$ cat src/rtl/swk_status_pkg.sv
package swk_status_pkg;

    // ------------------------------------------------------------------
    // Register offsets, seven-bit serial addresses
    // ------------------------------------------------------------------
    localparam logic [6:0] ADDR_GPIO_WAKE = 7'h47;
    localparam logic [6:0] ADDR_INPUT_LEVEL = 7'h48;
    localparam logic [6:0] ADDR_GPIO_OVERCURRENT_FLAG = 7'h54;
    localparam logic [6:0] ADDR_GPIO_OPENLOAD_FLAG = 7'h55;
    localparam logic [6:0] ADDR_SWK = 7'h70;

    // ------------------------------------------------------------------
    // Field positions
    // ------------------------------------------------------------------
    localparam int BIT_GPIO_WAKE = 4;
    localparam int BIT_TEST_MODE = 7;
    localparam int BIT_INTERRUPT_PIN_N_CFG = 6;
    localparam int BIT_GPIO_PIN_LEVEL = 4;
    localparam int BIT_WAKE_LVL = 0;
    localparam int BIT_OC = 6;
    localparam int BIT_OL = 6;
    localparam int BIT_SYNC = 6;
    localparam int BIT_SILENCE = 3;
    localparam int BIT_SWK_ACTIVE = 2;
    localparam int BIT_WUP = 1;
    localparam int BIT_WUF = 0;

    // ------------------------------------------------------------------
    // Reset values and mode codes
    // ------------------------------------------------------------------
    localparam logic [7:0] RST_STATUS = 8'h00;
    localparam logic [2:0] CAN_MODE_NO_ACT = 3'h4;
    localparam int CAN_MODE_SWK_BIT = 2;

    // Pin slots of the synchroniser
    localparam int PIN_COUNT = 4;
    localparam int PIN_WAKE = 0;
    localparam int PIN_GPIO = 1;
    localparam int PIN_TEST = 2;
    localparam int PIN_INTERRUPT_PIN_N = 3;

    typedef enum logic [2:0] {
        SBC_INIT = 3'h0,
        SBC_NORMAL = 3'h1,
        SBC_STOP = 3'h2,
        SBC_SLEEP = 3'h3,
        SBC_RESTART = 3'h4,
        SBC_FAIL_SAFE = 3'h5
    } sbc_mode_t;

    typedef enum logic [2:0] {
        GPIO_OFF = 3'h0,
        GPIO_FAIL_OUT = 3'h1,
        GPIO_WAKE_IN = 3'h2,
        GPIO_LOW_SIDE = 3'h3,
        GPIO_HIGH_SIDE = 3'h4
    } gpio_cfg_t;

endpackage

$ cat src/rtl/pin_levels_if.sv
`timescale 1ns/1ns
`default_nettype none

// Synchronised pin levels from the sampler to the register bank
interface pin_levels_if;
    logic [3:0] level;
    modport src (output level);
    modport dst (input level);
endinterface

`default_nettype wire

$ cat src/rtl/swk_status_regs.sv
`timescale 1ns/1ns
`default_nettype none

// Behaviour
// - GPIO wake flag bit 4, clear-on-read
// - Test pin mode level at bit 7
// - INTERRUPT_PIN_N pull-up configuration at bit 6
// - GPIO level bit 4, wake level bit 0
// - Wake level refreshes live or per cyclic sample; GPIO level live only
// - GPIO level only in wake/switch configs
// - Disabled pin function freezes its level
// - HV measurement zeroes and freezes wake and GPIO levels
// - Overcurrent flag bit 6, clear-on-read
// - One sticky overcurrent flag for both switches
// - Open-load flag bit 6, high-side only
// - Reset clears all; restart keeps some bits
// - Sync bit set after good frame
// - Bus silence bit 3 during selective wake
// - Active only without error, valid, bit2
// - Activate on mode change, never code 100
// - Wake pattern bit 1, frame bit 0
// - Bus timeout sticky after silence rises
// - System error set only while enabled
module swk_status_regs
(
    // Clock and reset
    input wire logic ref_clk_i,
    input wire logic rst_n_i,
    input wire logic soft_reset_i,
    input wire logic restart_i,
    // Pins
    input wire logic wake_pin_i,
    input wire logic gpio_pin_i,
    input wire logic test_pin_i,
    input wire logic interrupt_pin_n_pullup_i,
    // Operating state
    input wire swk_status_pkg::sbc_mode_t sbc_mode_i,
    input wire swk_status_pkg::gpio_cfg_t gpio_cfg_i,
    input wire logic wake_pin_enable_i,
    input wire logic cyclic_sense_i,
    input wire logic sample_evt_i,
    input wire logic hv_measure_enable_i,
    // Switch and wake events
    input wire logic gpio_wake_evt_i,
    input wire logic gpio_overcurrent_flag_evt_i,
    input wire logic gpio_openload_flag_evt_i,
    // CAN selective wake
    input wire logic [2:0] can_mode_i,
    input wire logic can_mode_wr_i,
    input wire logic config_valid_i,
    input wire logic can_frame_ok_i,
    input wire logic can_silence_i,
    input wire logic wake_pattern_i,
    input wire logic wake_frame_i,
    input wire logic swk_cfg_err_i,
    input wire logic swk_ecnt_ovf_i,
    input wire logic bus_timeout_clr_i,
    input wire logic sys_err_clr_i,
    // Register read port
    input wire logic rd_en_i,
    input wire logic [6:0] rd_addr_i,
    output logic [7:0] rd_data_o,
    output logic rd_valid_o,
    // Status to other blocks
    output logic bus_timeout_o,
    output logic swk_sys_err_o,
    output logic swk_active_o,
    output logic fail_output_flag_o
);
    import swk_status_pkg::*;

    // ------------------------------------------------------------------
    // Helpers
    // ------------------------------------------------------------------
    function automatic logic addr_hit(input logic [6:0] a, input logic [6:0] t);
        addr_hit = (a == t);
    endfunction

    pin_levels_if pins_if ();
    pin_sync u_pin_sync (
        .ref_clk_i(ref_clk_i),
        .rst_n_i(rst_n_i),
        .pins_i({interrupt_pin_n_pullup_i, test_pin_i, gpio_pin_i, wake_pin_i}),
        .levels(pins_if.src)
    );

    logic gpio_wake_ff, oc_ff, ol_ff;
    logic test_lvl_ff, interrupt_pin_n_lvl_ff, gpio_pin_level_ff, wake_lvl_ff, fo_ff;
    logic sync_ff, silence_ff, active_ff, wup_ff, wuf_ff;
    logic timeout_ff, sys_err_ff;
    logic [2:0] can_mode_ff;
    logic [7:0] rd_data_ff;
    logic rd_valid_ff;
    logic nxt_gpio_wake, nxt_oc, nxt_ol;
    logic nxt_test_lvl, nxt_interrupt_pin_n_lvl, nxt_gpio_pin_level, nxt_wake_lvl, nxt_fo;
    logic nxt_sync, nxt_silence, nxt_active, nxt_wup, nxt_wuf;
    logic nxt_timeout, nxt_sys_err;
    logic [2:0] nxt_can_mode;
    logic [7:0] nxt_rd_data;
    logic nxt_rd_valid;
    logic live_mode, update_en, gpio_as_io, swk_enabled, mode_change;

    // ------------------------------------------------------------------
    // Update conditions
    // ------------------------------------------------------------------
    // Cyclic sampling overrides live tracking so a sampled level is held
    assign live_mode = (sbc_mode_i == SBC_NORMAL) || (sbc_mode_i == SBC_STOP)
        || (sbc_mode_i == SBC_INIT) || (sbc_mode_i == SBC_RESTART);
    assign update_en = cyclic_sense_i ? sample_evt_i : live_mode;
    assign gpio_as_io = (gpio_cfg_i == GPIO_WAKE_IN) || (gpio_cfg_i == GPIO_LOW_SIDE)
        || (gpio_cfg_i == GPIO_HIGH_SIDE);
    assign swk_enabled = can_mode_i[CAN_MODE_SWK_BIT];
    assign mode_change = can_mode_wr_i && (can_mode_i != can_mode_ff);

    // ------------------------------------------------------------------
    // Wake source and switch fault flags
    // ------------------------------------------------------------------
    // Set beats the read clear so an event in the read cycle survives
    always_comb
    begin
        nxt_gpio_wake = gpio_wake_ff;
        nxt_oc = oc_ff;
        nxt_ol = ol_ff;
        if (rd_en_i && addr_hit(rd_addr_i, ADDR_GPIO_WAKE))
            nxt_gpio_wake = 1'b0;
        if (rd_en_i && addr_hit(rd_addr_i, ADDR_GPIO_OVERCURRENT_FLAG))
            nxt_oc = 1'b0;
        if (rd_en_i && addr_hit(rd_addr_i, ADDR_GPIO_OPENLOAD_FLAG))
            nxt_ol = 1'b0;
        if (gpio_wake_evt_i)
            nxt_gpio_wake = 1'b1;
        // Flag outlives a later reconfiguration of the switch
        if (gpio_overcurrent_flag_evt_i && ((gpio_cfg_i == GPIO_LOW_SIDE)
            || (gpio_cfg_i == GPIO_HIGH_SIDE)))
            nxt_oc = 1'b1;
        if (gpio_openload_flag_evt_i && (gpio_cfg_i == GPIO_HIGH_SIDE))
            nxt_ol = 1'b1;
        if (restart_i)
            nxt_gpio_wake = 1'b0;
        if (soft_reset_i)
        begin
            nxt_gpio_wake = 1'b0;
            nxt_oc = 1'b0;
            nxt_ol = 1'b0;
        end
    end

    // ------------------------------------------------------------------
    // Input level register
    // ------------------------------------------------------------------
    always_comb
    begin
        nxt_test_lvl = pins_if.level[PIN_TEST];
        nxt_interrupt_pin_n_lvl = pins_if.level[PIN_INTERRUPT_PIN_N];
        nxt_wake_lvl = wake_lvl_ff;
        nxt_gpio_pin_level = gpio_pin_level_ff;
        nxt_fo = fo_ff;
        if (update_en && wake_pin_enable_i)
            nxt_wake_lvl = pins_if.level[PIN_WAKE];
        if (update_en && gpio_as_io && !cyclic_sense_i)
            nxt_gpio_pin_level = pins_if.level[PIN_GPIO];
        if (gpio_cfg_i == GPIO_FAIL_OUT)
            nxt_fo = pins_if.level[PIN_GPIO];
        if (hv_measure_enable_i)
        begin
            nxt_wake_lvl = 1'b0;
            nxt_gpio_pin_level = 1'b0;
        end
        if (soft_reset_i)
        begin
            nxt_wake_lvl = 1'b0;
            nxt_gpio_pin_level = 1'b0;
            nxt_test_lvl = 1'b0;
            nxt_interrupt_pin_n_lvl = 1'b0;
        end
    end

    // ------------------------------------------------------------------
    // Selective wake status
    // ------------------------------------------------------------------
    always_comb
    begin
        nxt_can_mode = can_mode_wr_i ? can_mode_i : can_mode_ff;
        nxt_active = active_ff;
        if (mode_change && (can_mode_i != CAN_MODE_NO_ACT))
            nxt_active = !sys_err_ff && config_valid_i && swk_enabled;
        // Any broken precondition drops activity at once
        if (sys_err_ff || !config_valid_i || !swk_enabled)
            nxt_active = 1'b0;
        nxt_sync = active_ff && (sync_ff || can_frame_ok_i);
        nxt_silence = active_ff && can_silence_i;
        nxt_wup = wup_ff || wake_pattern_i;
        nxt_wuf = wuf_ff || wake_frame_i;
        nxt_timeout = timeout_ff;
        if (bus_timeout_clr_i)
            nxt_timeout = 1'b0;
        if (swk_enabled && nxt_silence && !silence_ff)
            nxt_timeout = 1'b1;
        nxt_sys_err = sys_err_ff;
        if (sys_err_clr_i)
            nxt_sys_err = 1'b0;
        if (swk_enabled && (swk_cfg_err_i || swk_ecnt_ovf_i))
            nxt_sys_err = 1'b1;
        if (restart_i)
            nxt_sync = 1'b0;
        if (soft_reset_i)
        begin
            nxt_active = 1'b0;
            nxt_sync = 1'b0;
            nxt_silence = 1'b0;
            nxt_wup = 1'b0;
            nxt_wuf = 1'b0;
            nxt_timeout = 1'b0;
            nxt_sys_err = 1'b0;
        end
    end

    // ------------------------------------------------------------------
    // Read port: data one cycle after the request
    // ------------------------------------------------------------------
    always_comb
    begin
        nxt_rd_valid = rd_en_i;
        nxt_rd_data = RST_STATUS;
        if (rd_en_i)
        begin
            unique case (rd_addr_i)
                ADDR_GPIO_WAKE: nxt_rd_data[BIT_GPIO_WAKE] = gpio_wake_ff;
                ADDR_INPUT_LEVEL:
                begin
                    nxt_rd_data[BIT_TEST_MODE] = test_lvl_ff;
                    nxt_rd_data[BIT_INTERRUPT_PIN_N_CFG] = interrupt_pin_n_lvl_ff;
                    nxt_rd_data[BIT_GPIO_PIN_LEVEL] = gpio_pin_level_ff;
                    nxt_rd_data[BIT_WAKE_LVL] = wake_lvl_ff;
                end
                ADDR_GPIO_OVERCURRENT_FLAG: nxt_rd_data[BIT_OC] = oc_ff;
                ADDR_GPIO_OPENLOAD_FLAG: nxt_rd_data[BIT_OL] = ol_ff;
                ADDR_SWK:
                begin
                    nxt_rd_data[BIT_SYNC] = sync_ff;
                    nxt_rd_data[BIT_SILENCE] = silence_ff;
                    nxt_rd_data[BIT_SWK_ACTIVE] = active_ff;
                    nxt_rd_data[BIT_WUP] = wup_ff;
                    nxt_rd_data[BIT_WUF] = wuf_ff;
                end
                default: nxt_rd_data = RST_STATUS;
            endcase
        end
    end

    // ------------------------------------------------------------------
    // State registers; power-on reset clears everything
    // ------------------------------------------------------------------
    always_ff @(posedge ref_clk_i)
    begin
        if (!rst_n_i)
        begin
            gpio_wake_ff <= 1'b0;
            oc_ff <= 1'b0;
            ol_ff <= 1'b0;
            test_lvl_ff <= 1'b0;
            interrupt_pin_n_lvl_ff <= 1'b0;
            gpio_pin_level_ff <= 1'b0;
            wake_lvl_ff <= 1'b0;
            fo_ff <= 1'b0;
            sync_ff <= 1'b0;
            silence_ff <= 1'b0;
            active_ff <= 1'b0;
            wup_ff <= 1'b0;
            wuf_ff <= 1'b0;
            timeout_ff <= 1'b0;
            sys_err_ff <= 1'b0;
            can_mode_ff <= 3'h0;
            rd_data_ff <= RST_STATUS;
            rd_valid_ff <= 1'b0;
        end
        else
        begin
            gpio_wake_ff <= nxt_gpio_wake;
            oc_ff <= nxt_oc;
            ol_ff <= nxt_ol;
            test_lvl_ff <= nxt_test_lvl;
            interrupt_pin_n_lvl_ff <= nxt_interrupt_pin_n_lvl;
            gpio_pin_level_ff <= nxt_gpio_pin_level;
            wake_lvl_ff <= nxt_wake_lvl;
            fo_ff <= nxt_fo;
            sync_ff <= nxt_sync;
            silence_ff <= nxt_silence;
            active_ff <= nxt_active;
            wup_ff <= nxt_wup;
            wuf_ff <= nxt_wuf;
            timeout_ff <= nxt_timeout;
            sys_err_ff <= nxt_sys_err;
            can_mode_ff <= nxt_can_mode;
            rd_data_ff <= nxt_rd_data;
            rd_valid_ff <= nxt_rd_valid;
        end
    end

    assign rd_data_o = rd_data_ff;
    assign rd_valid_o = rd_valid_ff;
    assign bus_timeout_o = timeout_ff;
    assign swk_sys_err_o = sys_err_ff;
    assign swk_active_o = active_ff;
    assign fail_output_flag_o = fo_ff;
endmodule // swk_status_regs

`default_nettype wire

$ cat src/rtl/pin_sync.sv
`timescale 1ns/1ns
`default_nettype none

module pin_sync
    import swk_status_pkg::*;
(
    // Clock and reset
    input wire logic ref_clk_i,
    input wire logic rst_n_i,
    // Raw pins
    input wire logic [PIN_COUNT-1:0] pins_i,
    // Synchronised levels
    pin_levels_if.src levels
);

    logic [PIN_COUNT-1:0] meta_ff;
    logic [PIN_COUNT-1:0] sync_ff;
    logic [PIN_COUNT-1:0] nxt_meta;
    logic [PIN_COUNT-1:0] nxt_sync;

    // ------------------------------------------------------------------
    // Two-stage synchroniser per pin; first stage feeds only the second
    // ------------------------------------------------------------------
    genvar gi;
    generate
        for (gi = 0; gi < PIN_COUNT; gi++)
        begin : g_sync
            // Next values of both stages
            always_comb
            begin
                nxt_meta[gi] = pins_i[gi];
                nxt_sync[gi] = meta_ff[gi];
            end

            // Stage registers
            always_ff @(posedge ref_clk_i)
            begin
                if (!rst_n_i)
                begin
                    meta_ff[gi] <= 1'b0;
                    sync_ff[gi] <= 1'b0;
                end
                else
                begin
                    meta_ff[gi] <= nxt_meta[gi];
                    sync_ff[gi] <= nxt_sync[gi];
                end
            end
        end
    endgenerate

    assign levels.level = sync_ff;

endmodule // pin_sync

`default_nettype wire

$ cat config.mk
export PLATFORM = sky130hd
export DESIGN_NAME = swk_status_regs
export DESIGN_NICKNAME = d
export VERILOG_FILES = /design/src/rtl/swk_status_pkg.sv /design/src/rtl/pin_levels_if.sv /design/src/rtl/swk_status_regs.sv /design/src/rtl/pin_sync.sv
export SDC_FILE = /design/constraint.sdc
export NUM_CORES = 1
export LEC_CHECK = 0
export ABC_AREA = 1
export ABC_CLOCK_PERIOD_IN_PS = 1500
export BUFFER_PORTS_ARGS = -buffer_cell sky130_fd_sc_hd__buf_2
export CORE_MARGIN = 1
export CORE_UTILIZATION = 36
export DETAILED_ROUTE_END_ITERATION = 10
export GPL_TIMING_DRIVEN = 0
export SLEW_MARGIN = 5
export SYNTH_ARGS = -nofsm -noshare
export SYNTH_HDL_FRONTEND = slang
export SYNTH_HIERARCHICAL = 1
export SYNTH_SLANG_ARGS = --single-unit
$ cat constraint.sdc
create_clock -name ref_clk_i -period 1.5 [get_ports ref_clk_i]
set_clock_uncertainty 0.1 [all_clocks]
set_input_delay 0.3 -clock ref_clk_i [delete_from_list [all_inputs] [get_ports ref_clk_i]]
set_output_delay 0.3 -clock ref_clk_i [all_outputs]
set_load 0.02 [all_outputs]
==> results.ini <==
[timing]
final_critical_path_setup_slack_ns = 0.263
layout_min_cycle_time_ns = 1.24
achievable-frequency_mhz = 809
setup_violations = 0
maxSlewViolCount = 0
hold_violations = 0
finalSetupTns_ns = 0
finalCritPeriodShare = 0.825
grt_setup_unrepaired = no

[synth]
synth_simple_gate_area_share = 0.312
syn_inst = 195
synth_compound_gate_area_share = 0.0605
yosys.area_share.xor_xnor = 0
yosysSeqAreaShare = 0.491
syn_area_per_cell_um2 = 7.11
post_synth_num_cell_types = 20
synth_nets = 237
synth-seq-cells = 34
synth.area.mux_share = 0
synth_fa_ha_area_frac = 0
synth-warning-count = 6
netlist_area_um2 = 1390
synth_top_family_by_area = simple AND/OR/NAND/NOR gates

[finish]
final_layout_size_suffix_gt1_frac = 0.281
most-common-layout-cells = 54 x buf_2, 46 x nand2_1, 41 x inv_1
antenna-diode-count = 0
mostFrequentLayoutCell = buf_2
final.fill_count = 380
instances_no_fill = 304
flow.area_growth_from_synthesis_pct = 31.3
fin_nets = 297
final_area_um2 = 1820

[route]
post-route-drc-count = 0
postRouteWirelength_um = 2610
initialDrtViolationCount = 47
wl_per_cell_um = 8.60
drt_pre_antenna_iters = 4
detail-route-antenna-nets = 0
routed_via_density = 4.17
routed_vias = 1268

[setup_path]
worstPathCellList = buf_2
path_buf_inv = 1
delay_of_the_slowest_cell_on_the_worst_path_ns = 0.38
regToRegSetupSlack_ns = 0.58
cpLargestDelayFamily = flip-flops
cp_slowest_cell = dfxtp_1
cp.arrival_ns = 0.84
critical_path.endpoint_type = output pin
reg2reg_from = swk_sys_err_o
cp-start-kind = flip-flop
worstPathMaxFanout = 4
worst-r2r-cell-count = 3
timing_worst_setup_path_type = reg -> out
crit-reg2reg-capture = swk_sys_err_o
required_ns = 1.10

[floorplan]
num_rows = 22
pin_count = 55
chipHeight_um = 64.1
initial_core_util = 0.376
floorplan.die_area_um2 = 4100
design.core.area_um2 = 3690
die_w_um = 64.1

[placed_design]
port_buffers = 53
placedInstanceArea_um2 = 1710
post-place-cells = 296
placement.setup.worst_slack_ns = 0.261
detailedPlacementHpwl_um = 2080
place.gp.congestion = 0.771

[power_and_ir_drop]
clock_network_fraction_of_total_power = 0.417
switching_power_uw = 419
total_power_uw = 1920
irDropWorstVdd_mv = 0.877
power.density_cell_area_nw_per_um2 = 1050
power.internal_uw = 1500
combPwrFrac = 0.094
seq_power_share = 0.489
sw_frac_of_total = 0.219
leakagePower_uw = 0.000989

[clock_tree]
number_of_levels_in_the_clock_h_tree = 2
post_cts_resized = 0
clock_tree.root_cell = clkbuf_8
clock_latency_ns = 0.28
tritoncts_clock_tree = yes
clock_buffer_count_from_cts = 5
post_cts.repair.setup_buffers = 0
clkTransAtPathRegs_ns = 0.07
cts.sinks = 34
maximum_buffer_depth_of_the_clock_tree = 2
ctsHoldBuffers = 0

[grt]
grt_first_pass_wirelength_um = 4590
grt_pass1_vias = 1150
initial_antenna_violation_count = 0
grt-ovfl-total = 0
grt.total_usage = 0.146
pin_count_of_the_biggest_net_entering_global_routing = 12

[min_path]
timing.hold.worst_endpoint = u_pin_sync/meta_ff[0]
hp-start = wake_pin_i
timing.hold.worst.class = in -> reg
hold_depth = 3

[outcome]
result_of_the_run = finished clean

[job]
timing.max_cap.violations = 0

==> cell families after synthesis <==
family | count (synthesis)
other | 1
buffers and inverters | 46
and+or+nand+nor | 98
DFF | 34
AOI/OAI and AO/OA | 16
==> how the worst max path moves through the flow <==
stage                             start            end  slack (ns)  cells past startpoint
after floorplan           swk_sys_err_o  swk_sys_err_o        0.48                      3
after global placement     rd_addr_i[5]   rd_data_o[6]        0.25                      8
after detailed placement   rd_addr_i[5]   rd_data_o[6]        0.26                      8
after CTS                  swk_active_o   swk_active_o        0.24                      1
after global routing       swk_active_o   swk_active_o        0.21                      1
final                      swk_active_o   swk_active_o        0.26                      1
==> cells in the mapped netlist (all sizes together) <==
library cell  instances  area (µm²)
nand2                46         173
inv                  43         161
dfxtp                34         681
nor2                 28         130
nand3                16        80.1
a21oi                 9        45.0
nand4                 5        31.3
o21ai                 5        25.0
buf                   3        23.8
or2                   3        18.8
a31oi                 1        6.26
conb                  1        3.75
o31ai                 1        7.51
==> power by group through the flow <==
stage	clock, µW	sequential [µW]	combinational [µW]
global placement	0	958	179
CTS	827	938	181
floorplan	0	962	90.6
finish	798	938	180
global route	881	940	207
detailed placement	0	958	181
==> cell type report <==
type	count	area, µm²	share of cell area
inverters	43	161	0.0887
flip-flops and latches	34	681	0.374
multi-input cells	115	520	0.286
plain buffers	3	23.8	0.0131
repair buffers	53	265	0.146
clock inverters	3	40.0	0.0220
well taps	48	60.1	0.0330
clock buffers	5	68.8	0.0378
==> registers in the layout, indices dropped and copies added, names as in the netlist, 3 cells and up <==
register / flops
u_pin_sync/meta_ff: 4
can_mode_ff: 3
u_pin_sync/levels.level: 4
rd_data_o: 7
==> per-layer routing <==
metal	global-route usage	wire (µm)	vias up
met2	0.234	1180	29
met5	0	0	-
met3	0.0571	139	2
met1	0.176	1280	532
li1	-	-	705
met4	0.0511	19	0
==> metrics by stage <==
stage          hold WS (ns)   util
2_1_floorplan         0.290      -
3_3_place_gp          0.294  0.464
3_5_place_dp          0.299  0.464
4_1_cts              0.0893  0.494
5_1_grt               0.105  0.494
6_report              0.101  0.494
No activity file was read; power rests on OpenSTA's default activity.
